$ cat config.mk
export PLATFORM = sky130hd
export DESIGN_NAME = tuc_timer_irq
export DESIGN_NICKNAME = d
export VERILOG_FILES = /design/src/rtl/tuc_pkg.sv /design/src/rtl/tuc_chan_if.sv /design/src/rtl/tuc_timer_irq.sv /design/src/rtl/tuc_channel.sv /design/src/rtl/tuc_rank.sv
export SDC_FILE = /design/constraint.sdc
export NUM_CORES = 1
export LEC_CHECK = 0
export BUFFER_PORTS_ARGS = -buffer_cell sky130_fd_sc_hd__buf_2
export CAP_MARGIN = 15
export CORE_MARGIN = 5
export CORE_UTILIZATION = 35
export DETAILED_ROUTE_END_ITERATION = 8
export SETUP_SLACK_MARGIN = 0.05
export SYNTH_ARGS = -nofsm -noshare
export SYNTH_HDL_FRONTEND = slang
export SYNTH_SLANG_ARGS = --single-unit
$ cat constraint.sdc
create_clock -name clk_i -period 3.1 [get_ports clk_i]
set_input_delay 0.465 -clock clk_i [delete_from_list [all_inputs] [get_ports clk_i]]
set_output_delay 0.465 -clock clk_i [all_outputs]
set_load 0.005 [all_outputs]
$ cat src/rtl/tuc_pkg.sv
package tuc_pkg;

	// ------------------------------------------------------------
	// Sizes
	// ------------------------------------------------------------
	localparam int NUM_CH = 3;
	localparam int CNT_W  = 32;
	localparam int ADR_W  = 8;
	localparam int EXC_W  = 12;
	localparam int SRC_N  = 4;

	// ------------------------------------------------------------
	// Register byte offsets
	// ------------------------------------------------------------
	localparam logic [ADR_W-1:0] ADR_RUN   = 8'h00;
	localparam logic [ADR_W-1:0] ADR_EXC   = 8'h04;
	localparam logic [ADR_W-1:0] ADR_IST   = 8'h08;
	localparam logic [ADR_W-1:0] ADR_IMSK  = 8'h0C;
	localparam logic [ADR_W-1:0] ADR_CTL0  = 8'h10;
	localparam logic [ADR_W-1:0] ADR_RLD0  = 8'h14;
	localparam logic [ADR_W-1:0] ADR_CNT0  = 8'h18;
	localparam logic [ADR_W-1:0] CH_STRIDE = 8'h10;
	localparam logic [ADR_W-1:0] ADR_CAP2  = 8'h40;

	// ------------------------------------------------------------
	// Field positions in the channel control register
	// ------------------------------------------------------------
	localparam int CTL_UIE_BIT = 0;
	localparam int CTL_CIE_BIT = 1;
	localparam int CTL_UNF_BIT = 8;
	localparam int CTL_CAP_BIT = 9;

	// ------------------------------------------------------------
	// Reset values
	// ------------------------------------------------------------
	localparam logic [CNT_W-1:0] CNT_RST = 32'hFFFF_FFFF;
	localparam logic [CNT_W-1:0] RLD_RST = 32'hFFFF_FFFF;

	// ------------------------------------------------------------
	// Source codes, arbitrary values
	// ------------------------------------------------------------
	localparam logic [EXC_W-1:0] EXC_NONE = 12'h000;
	localparam logic [EXC_W-1:0] EXC_UNF0 = 12'h400;
	localparam logic [EXC_W-1:0] EXC_UNF1 = 12'h420;
	localparam logic [EXC_W-1:0] EXC_UNF2 = 12'h440;
	localparam logic [EXC_W-1:0] EXC_CAP2 = 12'h460;

endpackage

$ cat src/rtl/tuc_chan_if.sv
interface tuc_chan_if #(parameter int W = 32);
	logic         run;
	logic         load_cnt;
	logic         load_rld;
	logic [W-1:0] wdata;
	logic [W-1:0] count;
	logic [W-1:0] reload;
	logic         wrap;

	modport ctrl (output run, load_cnt, load_rld, wdata,
	              input  count, reload, wrap);
	modport chan (input  run, load_cnt, load_rld, wdata,
	              output count, reload, wrap);
endinterface

$ cat src/rtl/tuc_timer_irq.sv
// Contract
// - Counter wrap from zero sets underflow flag
// - Writing zero to flag clears it
// - Request only while flag and enable set
// - Underflow request per channel, capture on two
// - Rank ch0, ch1, ch2 underflow, then capture
// - Accepted interrupt loads its source code
// - Read during decrement returns earlier value
// - Underflow reloads counter and keeps counting
// - Counting starts when run bit set
// - Underflow request also rises when enable is set after the flag
//
// The Wishbone register port and the placing of the registers were decided locally.
module tuc_timer_irq
	import tuc_pkg::*;
(
	input  wire logic             clk_i,
	input  wire logic             rst_i,
	input  wire logic             wb_cyc_i,
	input  wire logic             wb_stb_i,
	input  wire logic             wb_we_i,
	input  wire logic [ADR_W-1:0] wb_adr_i,
	input  wire logic [3:0]       wb_sel_i,
	input  wire logic [31:0]      wb_dat_i,
	output logic      [31:0]      wb_dat_o,
	output logic                  wb_ack_o,
	input  wire logic             capture_i,
	input  wire logic             irq_accept_i,
	output logic                  underflow_irq_ch0_o,
	output logic                  underflow_irq_ch1_o,
	output logic                  underflow_irq_ch2_o,
	output logic                  capture_irq_ch2_o,
	output logic      [EXC_W-1:0] exception_code_o,
	output logic                  irq_o
);

	// ------------------------------------------------------------
	// Helpers
	// ------------------------------------------------------------
	function automatic logic [31:0] merge(input logic [31:0] old,
	                                      input logic [31:0] neu,
	                                      input logic [3:0]  sel);
		logic [31:0] r;
		r = old;
		for (int b = 0; b < 4; b++) begin
			if (sel[b]) begin
				r[8*b +: 8] = neu[8*b +: 8];
			end
		end
		return r;
	endfunction

	function automatic logic [ADR_W-1:0] ch_adr(input logic [ADR_W-1:0] base,
	                                            input int ch);
		return base + CH_STRIDE * ch[ADR_W-1:0];
	endfunction

	// ------------------------------------------------------------
	// Channels
	// ------------------------------------------------------------
	tuc_chan_if #(.W(CNT_W)) ch_bus [NUM_CH] ();

	logic [NUM_CH-1:0] run;
	logic [NUM_CH-1:0] wrap;
	logic [CNT_W-1:0]  cnt_v [NUM_CH];
	logic [CNT_W-1:0]  rld_v [NUM_CH];
	logic              wr;
	logic              rd;

	assign wr = wb_cyc_i && wb_stb_i && wb_we_i && !wb_ack_o;
	assign rd = wb_cyc_i && wb_stb_i && !wb_we_i && !wb_ack_o;

	for (genvar g = 0; g < NUM_CH; g++) begin : g_ch
		logic ld_c;
		logic ld_r;
		// Writes are not synchronised with counting
		assign ld_c = wr && wb_adr_i == ch_adr(ADR_CNT0, g);
		assign ld_r = wr && wb_adr_i == ch_adr(ADR_RLD0, g);
		assign ch_bus[g].run      = run[g];
		assign ch_bus[g].load_cnt = ld_c;
		assign ch_bus[g].load_rld = ld_r;
		assign ch_bus[g].wdata    = ld_c
			? merge(ch_bus[g].count, wb_dat_i, wb_sel_i)
			: merge(ch_bus[g].reload, wb_dat_i, wb_sel_i);
		assign wrap[g]  = ch_bus[g].wrap;
		assign cnt_v[g] = ch_bus[g].count;
		assign rld_v[g] = ch_bus[g].reload;

		tuc_channel u_ch (
			.clk_i (clk_i),
			.rst_i (rst_i),
			.bus   (ch_bus[g].chan)
		);
	end

	// ------------------------------------------------------------
	// Capture pin synchroniser
	// ------------------------------------------------------------
	logic [2:0] cap_sync;
	logic       cap_edge;

	always_ff @(posedge clk_i) begin
		if (rst_i) begin
			cap_sync <= '0;
		end else begin
			cap_sync <= {cap_sync[1:0], capture_i};
		end
	end

	// Stage 0 is read only by stage 1
	assign cap_edge = cap_sync[1] && !cap_sync[2];

	// ------------------------------------------------------------
	// Control, flags and bus
	// ------------------------------------------------------------
	logic [NUM_CH-1:0] uie, next_uie, unf, next_unf, next_run;
	logic              cie, next_cie, capf, next_capf;
	logic [CNT_W-1:0]  cap_reg, next_cap_reg;
	logic [SRC_N-1:0]  ist, next_ist, imsk, next_imsk;
	logic [SRC_N-1:0]  req, next_req, events;
	logic [EXC_W-1:0]  exc, next_exc, rank_code;
	logic              rank_any, next_ack, next_irq;
	logic [31:0]       next_dat;

	assign events = {cap_edge, wrap};

	always_comb begin
		next_run     = run;
		next_uie     = uie;
		next_cie     = cie;
		next_imsk    = imsk;
		next_ist     = ist;
		next_cap_reg = cap_edge ? cnt_v[2] : cap_reg;
		next_unf     = unf;
		next_capf    = capf;
		next_dat     = '0;
		if (wr && wb_sel_i[0]) begin
			if (wb_adr_i == ADR_RUN) begin
				next_run = wb_dat_i[NUM_CH-1:0];
			end
			if (wb_adr_i == ADR_IMSK) begin
				next_imsk = wb_dat_i[SRC_N-1:0];
			end
			if (wb_adr_i == ADR_IST) begin
				next_ist = ist & ~wb_dat_i[SRC_N-1:0];
			end
		end
		for (int i = 0; i < NUM_CH; i++) begin
			if (wr && wb_adr_i == ch_adr(ADR_CTL0, i)) begin
				if (wb_sel_i[0]) begin
					next_uie[i] = wb_dat_i[CTL_UIE_BIT];
					if (i == 2) begin
						next_cie = wb_dat_i[CTL_CIE_BIT];
					end
				end
				// Only a zero clears; a one is ignored
				if (wb_sel_i[1] && !wb_dat_i[CTL_UNF_BIT]) begin
					next_unf[i] = 1'b0;
				end
				if (i == 2 && wb_sel_i[1] && !wb_dat_i[CTL_CAP_BIT]) begin
					next_capf = 1'b0;
				end
			end
			if (wrap[i]) begin
				next_unf[i] = 1'b1;
			end
		end
		if (cap_edge) begin
			next_capf = 1'b1;
		end
		// Events win over a same-cycle clear
		next_ist = next_ist | events;
		next_irq = |(ist & imsk);
		next_req = {capf & cie, unf & uie};
		next_exc = (irq_accept_i && rank_any) ? rank_code : exc;
		next_ack = wb_cyc_i && wb_stb_i && !wb_ack_o;
		// Counter sampled before this edge's decrement
		if (rd) begin
			if (wb_adr_i == ADR_RUN) begin
				next_dat = 32'(run);
			end else if (wb_adr_i == ADR_EXC) begin
				next_dat = 32'(exc);
			end else if (wb_adr_i == ADR_IST) begin
				next_dat = 32'(ist);
			end else if (wb_adr_i == ADR_IMSK) begin
				next_dat = 32'(imsk);
			end else if (wb_adr_i == ADR_CAP2) begin
				next_dat = cap_reg;
			end
			for (int i = 0; i < NUM_CH; i++) begin
				if (wb_adr_i == ch_adr(ADR_CTL0, i)) begin
					next_dat[CTL_UIE_BIT] = uie[i];
					next_dat[CTL_UNF_BIT] = unf[i];
					if (i == 2) begin
						next_dat[CTL_CIE_BIT] = cie;
						next_dat[CTL_CAP_BIT] = capf;
					end
				end
				if (wb_adr_i == ch_adr(ADR_RLD0, i)) begin
					next_dat = rld_v[i];
				end
				if (wb_adr_i == ch_adr(ADR_CNT0, i)) begin
					next_dat = cnt_v[i];
				end
			end
		end
	end

	always_ff @(posedge clk_i) begin
		if (rst_i) begin
			run      <= '0;
			uie      <= '0;
			cie      <= 1'b0;
			unf      <= '0;
			capf     <= 1'b0;
			cap_reg  <= '0;
			ist      <= '0;
			imsk     <= '0;
			req      <= '0;
			exc      <= EXC_NONE;
			irq_o    <= 1'b0;
			wb_ack_o <= 1'b0;
			wb_dat_o <= '0;
		end else begin
			run      <= next_run;
			uie      <= next_uie;
			cie      <= next_cie;
			unf      <= next_unf;
			capf     <= next_capf;
			cap_reg  <= next_cap_reg;
			ist      <= next_ist;
			imsk     <= next_imsk;
			req      <= next_req;
			exc      <= next_exc;
			irq_o    <= next_irq;
			wb_ack_o <= next_ack;
			wb_dat_o <= next_dat;
		end
	end

	tuc_rank u_rank (
		.req_i  (req),
		.code_o (rank_code),
		.any_o  (rank_any)
	);

	assign underflow_irq_ch0_o = req[0];
	assign underflow_irq_ch1_o = req[1];
	assign underflow_irq_ch2_o = req[2];
	assign capture_irq_ch2_o   = req[3];
	assign exception_code_o    = exc;

	logic ctl0_clr;
	assign ctl0_clr = wr && wb_adr_i == ADR_CTL0 && wb_sel_i[1]
		&& !wb_dat_i[CTL_UNF_BIT];
endmodule

$ cat src/rtl/tuc_channel.sv
module tuc_channel
	import tuc_pkg::*;
(
	input  wire logic clk_i,
	input  wire logic rst_i,
	tuc_chan_if.chan  bus
);

	logic [CNT_W-1:0] count;
	logic [CNT_W-1:0] reload;
	logic [CNT_W-1:0] next_count;
	logic [CNT_W-1:0] next_reload;

	// ------------------------------------------------------------
	// Down counter with auto reload
	// ------------------------------------------------------------
	// Wrap only while running and not being written
	assign bus.wrap   = bus.run && !bus.load_cnt && count == '0;
	assign bus.count  = count;
	assign bus.reload = reload;

	always_comb begin
		next_reload = bus.load_rld ? bus.wdata : reload;
		next_count  = count;
		if (bus.load_cnt) begin
			next_count = bus.wdata;
		end else if (bus.wrap) begin
			next_count = reload;
		end else if (bus.run) begin
			next_count = count - 1'b1;
		end
	end

	always_ff @(posedge clk_i) begin
		if (rst_i) begin
			count  <= CNT_RST;
			reload <= RLD_RST;
		end else begin
			count  <= next_count;
			reload <= next_reload;
		end
	end

endmodule

$ cat src/rtl/tuc_rank.sv
module tuc_rank
	import tuc_pkg::*;
(
	input  wire logic [SRC_N-1:0] req_i,
	output logic      [EXC_W-1:0] code_o,
	output logic                  any_o
);

	// ------------------------------------------------------------
	// Fixed ranking, lowest index wins
	// ------------------------------------------------------------
	function automatic logic [EXC_W-1:0] pick(input logic [SRC_N-1:0] r);
		if (r[0]) begin
			return EXC_UNF0;
		end else if (r[1]) begin
			return EXC_UNF1;
		end else if (r[2]) begin
			return EXC_UNF2;
		end else if (r[3]) begin
			return EXC_CAP2;
		end
		return EXC_NONE;
	endfunction

	assign code_o = pick(req_i);
	assign any_o  = |req_i;

endmodule

# Yosys cells after proc, flatten, opt, wreduce, memory -nomap -nowiden
# Index checks and enable logic that the tools add are counted.
# word_totals
inputBits	51
regBits	296
elab_cells	182
# op_classes
muxes	74
n_bitwise	7
n_eq_ne	13
n_reduce_logical	61
add_sub_neg	3
# op_table
cell	n
$mux 32	23
$mux 8	24
$logic_not 32->1	3
$sub 32x1->32 const B	3
$mux 12	5
$eq 8x6->1 const B	6
$logic_and 1x1->1	26
$eq 8x5->1 const B	3
$mux 1	18
$reduce_and 2->1	9
$eq 8x4->1 const B	2
$reduce_bool 2->1	8
$reduce_bool 3->1	3
$and 4x4->4	2
$eq 8x3->1 const B	1
$eq 8x7->1 const B	1
$logic_not 1->1	8
$logic_not 8->1	1
$mux 4	2
$reduce_or 4->1	2
$mux 2	2
$not 4->4	1
$or 4x4->4	1
$and 3x3->3	1
other kinds (3)	3

# Longest topological paths before layout
# Gate-level depths: netlist of the first run.
# logic_depth
word_depth	15
depth_mapped	10
depth_no_buf	8

# Modules after synthesis
# A second synthesis of the first run with hierarchy kept.
# unflattened
hier_cells	2390
hier_area_um2	18023.5
# by_module_without_submodules
module	cells_each	seq_area_each_um2	instances	area_per_inst_um2
tuc_timer_irq	1167	2082.0	1	7473.4
tuc_channel at g_ch[0].u_ch ...	407	1281.2	2	3523.4
tuc_channel at g_ch[2].u_ch	391	1281.2	1	3393.3
tuc_rank	18	0.0	1	110.1

# Worst setup path after synthesis of the first run
# Ideal clock, no wire load.
# synth_path
path_type	input to register
from	in wb_adr_i[7]
to	reg g_ch[0].u_ch.count[28]
stages	8
path_slack_ns	0.426
setup_ns	0.127
path_buffers	2
arrival_time_ns	2.547
required_time_ns	2.973
path_cell_list	buf_2 > or4b_2 > clkbuf_1 > nor3_2 > mux2_2 > o21bai_1 > nor2_1 > or3_1
# synth_between
elab_chain_cells	7
# synth_rtl
item	line_no	source
from (decl)	tuc_timer_irq.sv:22	input wire logic [ADR_W-1:0] wb_adr_i,
$eq 8x5->1 *	tuc_timer_irq.sv:77	assign ld_c = wr && wb_adr_i == ch_adr(ADR_CNT0, g);
$logic_and 1x1->1 *	tuc_timer_irq.sv:77	
$logic_not 1->1	tuc_channel.sv:18	assign bus.wrap = bus.run && !bus.load_cnt && count == '0;
$logic_and 1x1->1 (2 in a row)	tuc_channel.sv:18	
$mux 32	tuc_channel.sv:27	end else if (bus.wrap) begin
$mux 32	tuc_channel.sv:25	if (bus.load_cnt) begin
to (signal assigned)	tuc_channel.sv:39	count <= next_count;
to (decl)	tuc_channel.sv:9	logic [CNT_W-1:0] count;
# Mark *: on every way between the ends. The rest lies on a longest branch, timed or not.
# A chain may end at the register's enable or synchronous reset.

# Worst setup path after layout of the first run
# layout_path
from	reg g_ch[2].u_ch.count[0]
to	reg g_ch[2].u_ch.count[17]
# layout_between
elab_chain_cells	4
# layout_rtl
item	line_no
from (decl)	tuc_channel.sv:9
from (signal assigned)	tuc_channel.sv:39
$sub 32x1->32 or $logic_not 32->1 (tied branches)	tuc_channel.sv:30, tuc_channel.sv:18
$mux 32 or $logic_and 1x1->1 (tied branches)	tuc_channel.sv:29, tuc_channel.sv:18
$mux 32	tuc_channel.sv:27
$mux 32	tuc_channel.sv:25
# Parallel ways exist; a longest one is shown, timed or not. The select of a mux whose other input is x is not followed.

==> results of run 1 <==
worst max-delay path, delay by kind of cell (launching register included):
| kind | cells | cell delay (ns) |
|---|---|---|
| AND/OR/NAND/NOR | 4 | 0.96 |
| flip-flops | 1 | 0.37 |
| adder cells (fa/ha/maj) | 1 | 0.20 |
| buffers and inverters | 2 | 0.38 |
| AO/OA/AOI/OAI | 2 | 0.70 |
cell usage in the layout, fill, tap and decap left out, drive strengths merged, types with 16 or more instances in the layout:
cell type	count
nand3	44
nand2	169
a21oi	264
nor2	256
or3	16
xor2	35
buf	228
o211ai	27
or4	16
xnor2	28
a22oi	35
dfxtp	287
nor2b	32
inv	20
a211o	18
o31ai	82
mux2i	33
nand2b	27
nor4	24
clkbuf	51
and2	62
nor3	52
o22ai	49
a211oi	60
o21ai	179
a221oi	92
metal layers:
layer	wire length, um	GRT usage, %	vias to the layer above	part of all wire (%)
met2	35630	45.52	1226	45
met4	4863	14.57	2	6.1
met3	8097	5.638	267	10
met5	13	0	-	0.016
li1	-	-	8362	-
met1	31250	36.83	9045	39
how the worst min path moves through the flow:
stage                           start          end  slack [ns]  depth (start not counted)
after global placement    cap_sync[0]  cap_sync[1]        0.44                          1
after detailed placement  cap_sync[0]  cap_sync[1]        0.45                          1
after CTS                   capture_i  cap_sync[0]        0.14                          2
final                       capture_i  cap_sync[0]        0.15                          2
after global routing        capture_i  cap_sync[0]        0.17                          2
after floorplan           cap_sync[0]  cap_sync[1]        0.41                          1
cell usage after synthesis, types with 6 or more instances:
master      n
a211o_1    18
a211oi_1   60
a21o_1      7
a21oi_1   264
a221oi_1   92
a222oi_1    9
a22oi_1    35
and2_1     61
and3_1      9
buf_1      17
buf_2      19
buf_4       9
clkbuf_1  181
dfxtp_1   287
inv_1      16
mux2i_1    33
nand2_1   169
nand2b_1   27
nand3_1    44
nand4_1     6
nor2_1    254
nor2b_1    32
nor3_1     49
nor4_1     21
o211ai_1   24
o21ai_0   155
o21ai_1    20
o22ai_1    49
o31ai_1    82
or3_1      16
or4_1      11
xnor2_1    28
xor2_1     35
layout make-up:
type	instances	share of cell area, %
multi-input cells	1716	52.17
diodes	1	0.01274
inverters	17	0.3248
clock buffers	50	5.101
flip-flops and latches	287	29.24
clock inverters	13	1.025
repair buffers	229	8.209
well taps	615	3.916
power groups by stage:
stage / Combinational (mW) / Clock [mW] / Sequential (mW)
after CTS: 0.504 / 4.46 / 3.74
final: 0.525 / 4.43 / 3.74
after global placement: 0.503 / 0 / 3.83
after floorplan: 0.270 / 0 / 3.81
after detailed placement: 0.503 / 0 / 3.83
after global routing: 0.544 / 4.61 / 3.74
cells by family (layout without fill, tap and decap cells):
family,count (synthesis),after routing,share of synthesized area (%)
muxes,36,36,2.152
DFF,287,287,33.95
and+or+nand+nor,741,741,21.47
xor gates and xnor gates,63,63,3.261
adders and majority gates,3,3,0.2218
other,1,10,0.02216
AOI/OAI and AO/OA,864,864,32.87
buffers and inverters,248,309,6.048
==> results.tsv, run 1 <==
stage	metric	value	unit
timing	finalCritPeriodShare	89.01	%
detailed_routing	first_iter_violations	2625	
final_layout	area_delta_synth_final	16.10	%
clock_network	cts_tree	done	
final_layout	final_util	41.15	%
setup_path	r2r_setup_slack	0.34	ns
floorplan	start_util	35.44	%
global_routing	grt_pass1_wl	117100	um
power_and_ir_drop	p_clk_share	50.9	%
global_routing	grt_pass1_vias	17960	
clock_network	worstSkewPairLatency	0.55	ns
synthesis	yosysTopAreaCellShare	33.95	%
floorplan	core_area	47750	um^2
setup_path	crit_chain	inv_1, ha_1, nor3b_1, nand4_1, buf_4, nand2b_1, o21a_1, a22oi_1, nand2_1	
timing	skew	0.01776	ns
final_layout	design_area	19650	um^2
flow_run	maxCapViolCount	0	
detailed_routing	drt_wl_total	79840	um
timing	finalSetupViolations	0	
setup_path	critical_path.startpoint	g_ch[2].u_ch.bus.count[0]	
detailed_routing	ant_nets	0	
timing	tns	0	ns
setup_path	rr_worst_depth	9	
timing	finalCriticalPeriod	2.759	ns
clock_network	cts.sinks	287	
place	place_area	18440	um^2
power_and_ir_drop	p_seq_share	43.0	%
setup_path	r2r_start	g_ch[2].u_ch.bus.count[0]	
synthesis	yosys_warnings	0	
global_routing	grt-ovfl-total	0	
timing	tightest_slew	0.9864	ns
clock_network	cts_made_buffers	35	
clock_network	hold_buffers	0	
power_and_ir_drop	max-vdd-ir-drop	0.3565	mV
setup_path	cp_max_fo	6	
synthesis	synthDistinctLibCells	82	
synthesis	synth_top_area_cell	dfxtp_1	
clock_network	cts_max_level	2	
timing	slew_headroom	34.24	%
final_layout	fin_nets	2340	
synthesis	syn_area	16920	um^2
setup_path	rr_endpoint	g_ch[2].u_ch.bus.count[17]	
power_and_ir_drop	internal_power	6.531	mW
place	io_buffers	91	
final_layout	drive_above_1_share	14.27	%
setup_path	critical_path_class	flip-flop to flip-flop	
final_layout	fillers	4831	
clock_network	root_buffer	clkbuf_16	
synthesis	synth-seq-area-share	33.95	%
setup_path	arrival	3.18	ns
synthesis	synth-edff-count	0	
timing	whs	0.1468	ns
final_layout	final_cells	2928	
place	gp_congestion	0.9864	
setup_path	end_kind	flip-flop	
final_layout	top_regs	g_ch.u_ch.bus.count: 96 flops, g_ch.u_ch.bus.reload: 96 flops	
synthesis	synth_area_leaders	dfxtp_1 34%, a21oi_1 7.8%, nor2_1 5.6%	
synthesis	async_flop_share	0	%
setup_path	cpMaxStageDelayCell	nor3b_1	
final_layout	multi_input_area	10250	um^2
clock_network	post_cts_resized	0	
setup_path	crit_end	g_ch[2].u_ch.bus.count[17]	
detailed_routing	viasPerCell	6.456	
floorplan	die_area	52850	um^2
floorplan	num_rows	80	
power_and_ir_drop	power_density	442.9	nW/um^2
power_and_ir_drop	power.switching	2.170	mW
min_path	hold_path.class	input pin to flip-flop	
place	place_hpwl	56000	um
global_routing	grt_max_degree	155	
timing	drv_slew	0	
power_and_ir_drop	comb_power_share	6.0	%
detailed_routing	vias	18900	
setup_path	cpPeakStageDelay	0.46	ns
detailed_routing	first_pass_iters	6	
timing	fmax	0.3624	GHz
detailed_routing	wl_per_cell	27.27	um
global_routing	grt_usage	28.55	%
place	dp.cells	2864	
clock_network	post-cts-setup-buffer-count	0	
outcome	outcome	complete, no violations	
setup_path	critPathLaunchType	flip-flop	
synthesis	syn_avg_cell_area	7.545	um^2
clock_network	cts_buffer_depth	3	
synthesis	yosys_most_used_dff	dfxtp_1	
global_routing	grt_antenna_before_repair	2	
floorplan	die_x	229.9	um
floorplan	pin_count	101	
final_layout	regArea	5746	um^2
power_and_ir_drop	switching_share	24.94	%
timing	fin_ws	0.3407	ns
power_and_ir_drop	power	8.701	mW
timing	hold_viol_final	0	
clock_network	path_clk_slew	0.06	ns
detailed_routing	drc	0	
synthesis	synthCells	2243	
synthesis	ys_seq_elements	287	
timing	rsz0062_at_grt	false	
power_and_ir_drop	leakage	6.662	nW
floorplan	die_h	229.9	um
setup_path	critPathRequiredTime	3.53	ns
place	post-place-ws	0.2800	ns
(Power assumes the default switching activity.)
==> inputs of run 2 (changes only) <==
--- a/config.mk
+++ b/config.mk
@@ -11,6 +11,7 @@
 export CORE_UTILIZATION = 35
 export DETAILED_ROUTE_END_ITERATION = 8
 export SETUP_SLACK_MARGIN = 0.05
+export SLEW_MARGIN = 20
 export SYNTH_ARGS = -nofsm -noshare
 export SYNTH_HDL_FRONTEND = slang
 export SYNTH_SLANG_ARGS = --single-unit
==> constraint.sdc (replaced) <==
create_clock -name clk_i -period 3.1 [get_ports clk_i]
set_input_delay 0.155 -clock clk_i [delete_from_list [all_inputs] [get_ports clk_i]]
set_output_delay 0.155 -clock clk_i [all_outputs]
set_load 0.005 [all_outputs]
==> run 2 against run 1 <==
Effect of this change: core utilization shrank 0.11 points; design area shrank 0.27%; maximum frequency grew 0.74%; global-route usage shrank 0.79 points; critical path type unchanged; highest routed layer is now met4.
==> results.tsv, run 2 (same netlist as run 1, synthesis figures left out) <==
stage	metric	value	unit
floorplan	pin_count	101	
floorplan	die_area	52850	um^2
global_routing	grt_usage	27.76	%
clock_network	cts.sinks	287	
clock_network	cts_buffer_depth	3	
final_layout	design_area	19600	um^2
global_routing	grt_max_degree	144	
global_routing	gr-usage-met1	36.50	%
place	place_hpwl	55140	um
setup_path	arrival	3.13	ns
place	gp_congestion	1.019	
global_routing	gr-max-usage-layer	met2	
final_layout	layout_common_cells	287 x dfxtp_1, 264 x a21oi_1, 252 x nor2_1	
timing	finalCritPeriodShare	88.36	%
setup_path	critPathLaunchType	flip-flop	
detailed_routing	ant_nets	0	
clock_network	post-cts-setup-buffer-count	0	
place	dp.cells	2847	
final_layout	mostFrequentLayoutCell	dfxtp_1	
global_routing	grt_antenna_before_repair	3	
flow_run	maxCapViolCount	0	
outcome	outcome	complete, no violations	
timing	finalCriticalPeriod	2.739	ns
power_and_ir_drop	power_density	429.7	nW/um^2
clock_network	root_buffer	clkbuf_16	
detailed_routing	first_iter_violations	2442	
timing	tightest_slew	0.9194	ns
min_path	hold_path.class	input pin to flip-flop	
setup_path	critical_path_class	flip-flop to flip-flop	
floorplan	die_h	229.9	um
detailed_routing	wl_per_cell	26.54	um
timing	slew_headroom	38.71	%
final_layout	area_delta_synth_final	15.79	%
setup_path	critPathRequiredTime	3.49	ns
power_and_ir_drop	leakage	6.621	nW
global_routing	grt_pass1_wl	115300	um
detailed_routing	viasPerCell	6.456	
detailed_routing	first_pass_iters	5	
power_and_ir_drop	max-vdd-ir-drop	0.3738	mV
global_routing	grt-ovfl-total	0	
final_layout	drive_above_1_share	13.44	%
global_routing	groute.layer.met3.usage	5.687	%
timing	skew	0.03088	ns
clock_network	cts_tree	done	
final_layout	final_cells	2923	
timing	fmax	0.3651	GHz
timing	hold_viol_final	0	
detailed_routing	vias	18870	
floorplan	num_rows	80	
detailed_routing	drc	0	
global_routing	met2_usage	43.51	%
clock_network	worstSkewPairLatency	0.55	ns
floorplan	start_util	35.44	%
timing	finalSetupViolations	0	
floorplan	die_x	229.9	um
clock_network	cts_max_level	2	
setup_path	end_kind	flip-flop	
final_layout	fin_nets	2342	
final_layout	top_regs	g_ch.u_ch.bus.count: 96 flops, g_ch.u_ch.bus.reload: 96 flops	
detailed_routing	drt_wl_total	77590	um
timing	rsz0062_at_grt	false	
floorplan	core_area	47750	um^2
clock_network	path_clk_slew	0.06	ns
setup_path	cp_max_fo	11	
global_routing	grt_pass1_vias	17720	
place	place_area	18280	um^2
clock_network	cts_made_buffers	35	
timing	drv_slew	0	
place	io_buffers	91	
timing	tns	0	ns
==> run 2: cell count changes in the layout (fill, tap and decap cells not counted), sizes merged <==
cell,before,now
dlygate4sd3,0,18
buf,228,212
bufinv,5,2
clkbuf,51,48
inv,20,17
clkinv,5,7
==> run 2: through the flow <==
step           worst slack (ns)  util [%]  power [mW]  hold slack [ns]
4_1_cts                  0.3929     40.98       8.405         0.002853
6_report                 0.3609     41.04       8.420          0.01637
2_1_floorplan            0.5616         -       4.083           0.2437
5_1_grt                  0.2512     41.04       8.625          0.01741
3_3_place_gp             0.4422     38.28       4.312           0.3854
3_5_place_dp             0.4070     38.28       4.312           0.3891
==> run 2: worst paths after layout <==
check / endpoint / slack [ns] / depth (start not counted) / startpoint
worst max-delay path: g_ch[2].u_ch.bus.count[9] / 0.36 / 6 / g_ch[2].u_ch.bus.count[24]
worst min-delay path: g_ch[1].u_ch.bus.count[28] / 0.02 / 3 / wb_dat_i[28]
worst max register to register: g_ch[2].u_ch.bus.count[9] / 0.36 / 6 / g_ch[2].u_ch.bus.count[24]
worst min register to register: cap_reg[10] / 0.46 / 2 / cap_reg[10]
==> run 2: per-layer routing <==
metal / up-vias / share of wire, %
li1: 8379 / -
met1: 9015 / 39
met2: 1232 / 44
met3: 244 / 11
met4: 0 / 6.0
met5: - / 0
==> run 2: where the power goes <==
group | internal, mW | switching [mW] | leakage [nW]
logic | 0.150 | 0.379 | 3.74
registers | 3.72 | 0.0251 | 2.32
clock network | 2.44 | 1.71 | 0.553
total | 6.31 | 2.11 | 6.62
==> run 2: final cells by class <==
| type | count | area (um^2) |
|---|---|---|
| fill | 4896 | 28150 |
| multi-input combinational | 1716 | 10250 |
| sequential | 287 | 5746 |
| timing repair buffer | 231 | 1655 |
| clock buffer | 47 | 1013 |
| tap | 615 | 769.5 |
| clock inverter | 9 | 95.09 |
| inverter | 17 | 63.81 |
| antenna | 1 | 2.502 |
==> run 2: repair_timing <==
action                                  in CTS  in global routing
resized for setup                            0                  0
endpoints found under the setup margin       0                  0
hold buffers                                18                  0
endpoints found under the hold margin       38                  0
==> run 2: critical path, stage by stage, from the launching register on <==
cell	delay, ns
dfxtp_1	0.39
or4_4	0.58
or4_4	0.59
or3_1	0.52
buf_4	0.26
mux2i_1	0.16
o21ai_0	0.09
==> inputs of run 3 (changes only) <==
--- a/config.mk
+++ b/config.mk
@@ -7,11 +7,12 @@
 export LEC_CHECK = 0
 export BUFFER_PORTS_ARGS = -buffer_cell sky130_fd_sc_hd__buf_2
 export CAP_MARGIN = 15
-export CORE_MARGIN = 5
-export CORE_UTILIZATION = 35
+export CORE_UTILIZATION = 50
 export DETAILED_ROUTE_END_ITERATION = 8
+export PLACE_DENSITY = 0.68
 export SETUP_SLACK_MARGIN = 0.05
 export SLEW_MARGIN = 20
 export SYNTH_ARGS = -nofsm -noshare
 export SYNTH_HDL_FRONTEND = slang
 export SYNTH_SLANG_ARGS = --single-unit
+export TNS_END_PERCENT = 100
==> run 3 against run 2 <==
Effect of this change: the flow now finishes with violations (negative hold slack); critical path type unchanged; via count decreased by 0.66%; clock skew decreased by 0.010 ns; non-clock buffer count decreased by 24; maximum frequency decreased by 5.5%; core utilization increased by 16 points; global-route usage increased by 15 points; final cell count decreased by 6.5%; combinational power increased by 3%; routed wire length decreased by 4.4%; clock-buffer cell count increased by 2.
==> results.tsv, run 3 (same netlist as run 1, synthesis figures left out) <==
stage	metric	value	unit
outcome	outcome	finished, violations left	
outcome	violations	negative hold slack	
power_and_ir_drop	power_density	438.7	nW/um^2
timing	finalCriticalPeriod	2.900	ns
setup_path	crit_top_cell	or4_4	
detailed_routing	wl_per_cell	27.14	um
final_layout	layout_common_cells	287 x dfxtp_1, 264 x a21oi_1, 252 x nor2_1	
power_and_ir_drop	max-vdd-ir-drop	0.3756	mV
setup_path	rr_endpoint	g_ch[2].u_ch.bus.count[5]	
detailed_routing	drt_wl_total	74210	um
timing	whs	-0.0003649	ns
min_path	hold_path.class	input pin to flip-flop	
final_layout	mostFrequentLayoutCell	dfxtp_1	
global_routing	grt_usage	42.73	%
global_routing	grt_pass1_vias	17380	
floorplan	start_util	50.59	%
setup_path	cpPeakStageDelay	0.69	ns
min_path	worst_hold_path.num_cells	3	
clock_network	root_buffer	clkbuf_16	
timing	tns	0	ns
timing	slew_headroom	34.29	%
timing	skew	0.02056	ns
detailed_routing	vias	18750	
setup_path	arrival	3.37	ns
setup_path	end_kind	flip-flop	
clock_network	cts.sinks	287	
clock_network	post-cts-setup-buffer-count	0	
final_layout	diodes	0	
setup_path	critPathLaunchType	flip-flop	
setup_path	critical_path.startpoint	g_ch[2].u_ch.bus.count[23]	
final_layout	fin_nets	2317	
clock_network	worstSkewPairLatency	0.54	ns
timing	hold_viol_final	1	
timing	finalSetupViolations	0	
setup_path	cpMaxStageDelayCell	or3_1	
setup_path	critPathBufInv	0	
setup_path	path_depth	6	
clock_network	path_clk_slew	0.06	ns
detailed_routing	viasPerCell	6.857	
timing	fmax	0.3448	GHz
setup_path	cp_max_fo	12	
setup_path	critPathRequiredTime	3.57	ns
setup_path	r2r_start	g_ch[2].u_ch.bus.count[23]	
clock_network	cts_made_buffers	34	
global_routing	grt_max_degree	138	
clock_network	cts_max_level	2	
floorplan	die_h	186.0	um
place	io_buffers	91	
setup_path	rr_worst_depth	6	
timing	drv_slew	0	
clock_network	cts_tree	done	
final_layout	area_delta_synth_final	13.30	%
timing	finalCritPeriodShare	93.55	%
setup_path	critical_path_class	flip-flop to flip-flop	
global_routing	grt_pass1_wl	110200	um
detailed_routing	first_pass_iters	6	
timing	tightest_slew	0.9830	ns
flow_run	maxCapViolCount	0	
global_routing	grt_antenna_before_repair	0	
place	gp_congestion	1.023	
floorplan	num_rows	67	
detailed_routing	drc	0	
final_layout	drive_above_1_share	12.90	%
floorplan	die_area	34580	um^2
floorplan	core_area	33450	um^2
setup_path	crit_chain	or4_4, or4_4, or3_1, nor2_8, a22oi_1, nand2_1	
global_routing	grt-ovfl-total	0	
clock_network	cts_buffer_depth	3	
power_and_ir_drop	leakage	6.515	nW
timing	rsz0062_at_grt	false	
clock_network	post_cts_resized	0	
floorplan	die_x	186.0	um
setup_path	r2r_setup_slack	0.20	ns
setup_path	critPathTopFamily	simple AND/OR/NAND/NOR gates	
floorplan	pin_count	101	
place	place_hpwl	52520	um
final_layout	top_regs	g_ch.u_ch.bus.count: 96 flops, g_ch.u_ch.bus.reload: 96 flops	
detailed_routing	first_iter_violations	2365	
detailed_routing	ant_nets	0	
power_and_ir_drop	power	8.412	mW
setup_path	crit_end	g_ch[2].u_ch.bus.count[5]	
-- run 3: changes by cell type in the layout (fill, tap and decap cells not counted), sizes merged --
cell,before,now
buf,212,195
clkbuf,48,50
clkinv,7,6
diode,1,0
dlygate4sd3,18,11
inv,17,19
-- run 3: how the worst min path moves through the flow --
| stage | startpoint | end | slack (ns) |
|---|---|---|---|
| floorplan | rst_i | wb_ack_o | 0.24 |
| global placement | capture_i | cap_sync[0] | 0.38 |
| detailed placement | capture_i | cap_sync[0] | 0.39 |
| CTS | wb_dat_i[15] | g_ch[1].u_ch.bus.count[15] | 0.0006 |
| global route | wb_dat_i[12] | g_ch[1].u_ch.bus.count[12] | 0.004 |
| finish | wb_dat_i[15] | g_ch[0].u_ch.bus.count[15] | -0.0004 |
-- run 3: worst min-delay path, stage by stage --
cell      delay, ns
buf_2          0.18
a221oi_1       0.10
o21ai_0        0.07
-- run 3: cell type report --
type,count,area (um^2)
well taps,448,560.5
fillers,3164,14270
multi-input cells,1716,10240
inverters,17,63.81
repair buffers,207,1438
clock buffers,49,1007
flip-flops and latches,287,5746
clock inverters,10,118.9
-- run 3: per-layer routing --
| metal | part of all wire, % | global-route usage [%] | vias to the layer above |
|---|---|---|---|
| met2 | 43 | 65.21 | 1240 |
| met3 | 9.1 | 5.674 | 337 |
| li1 | - | - | 8319 |
| met5 | 0 | 0 | - |
| met1 | 37 | 52.42 | 8850 |
| met4 | 11 | 38.66 | 0 |
-- run 3: power breakdown --
| group | internal, mW | switching [mW] | total, mW |
|---|---|---|---|
| clock | 2.43 | 1.69 | 4.12 |
| combinational | 0.145 | 0.400 | 0.545 |
| sequential | 3.72 | 0.0291 | 3.75 |
-- run 3: repair_timing --
action	in CTS	in global routing
endpoints found under the setup margin	0	0
hold buffers	11	0
hold endpoints to repair	16	0
-- run 3: metrics by stage --
stage / instance area, um^2 / instances / setup slack (ns) / util, % / hold slack (ns)
after CTS: 19170 / 2734 / 0.2310 / 57.32 / 0.0005775
after global placement: 17940 / 2664 / 0.2841 / 53.63 / 0.3795
after detailed placement: 17940 / 2664 / 0.2463 / 53.63 / 0.3862
after floorplan: 16950 / 2251 / 0.5616 / - / 0.2437
after global routing: 19170 / 2734 / 0.06583 / 57.32 / 0.004356
final: 19170 / 2734 / 0.2000 / 57.32 / -0.0003649
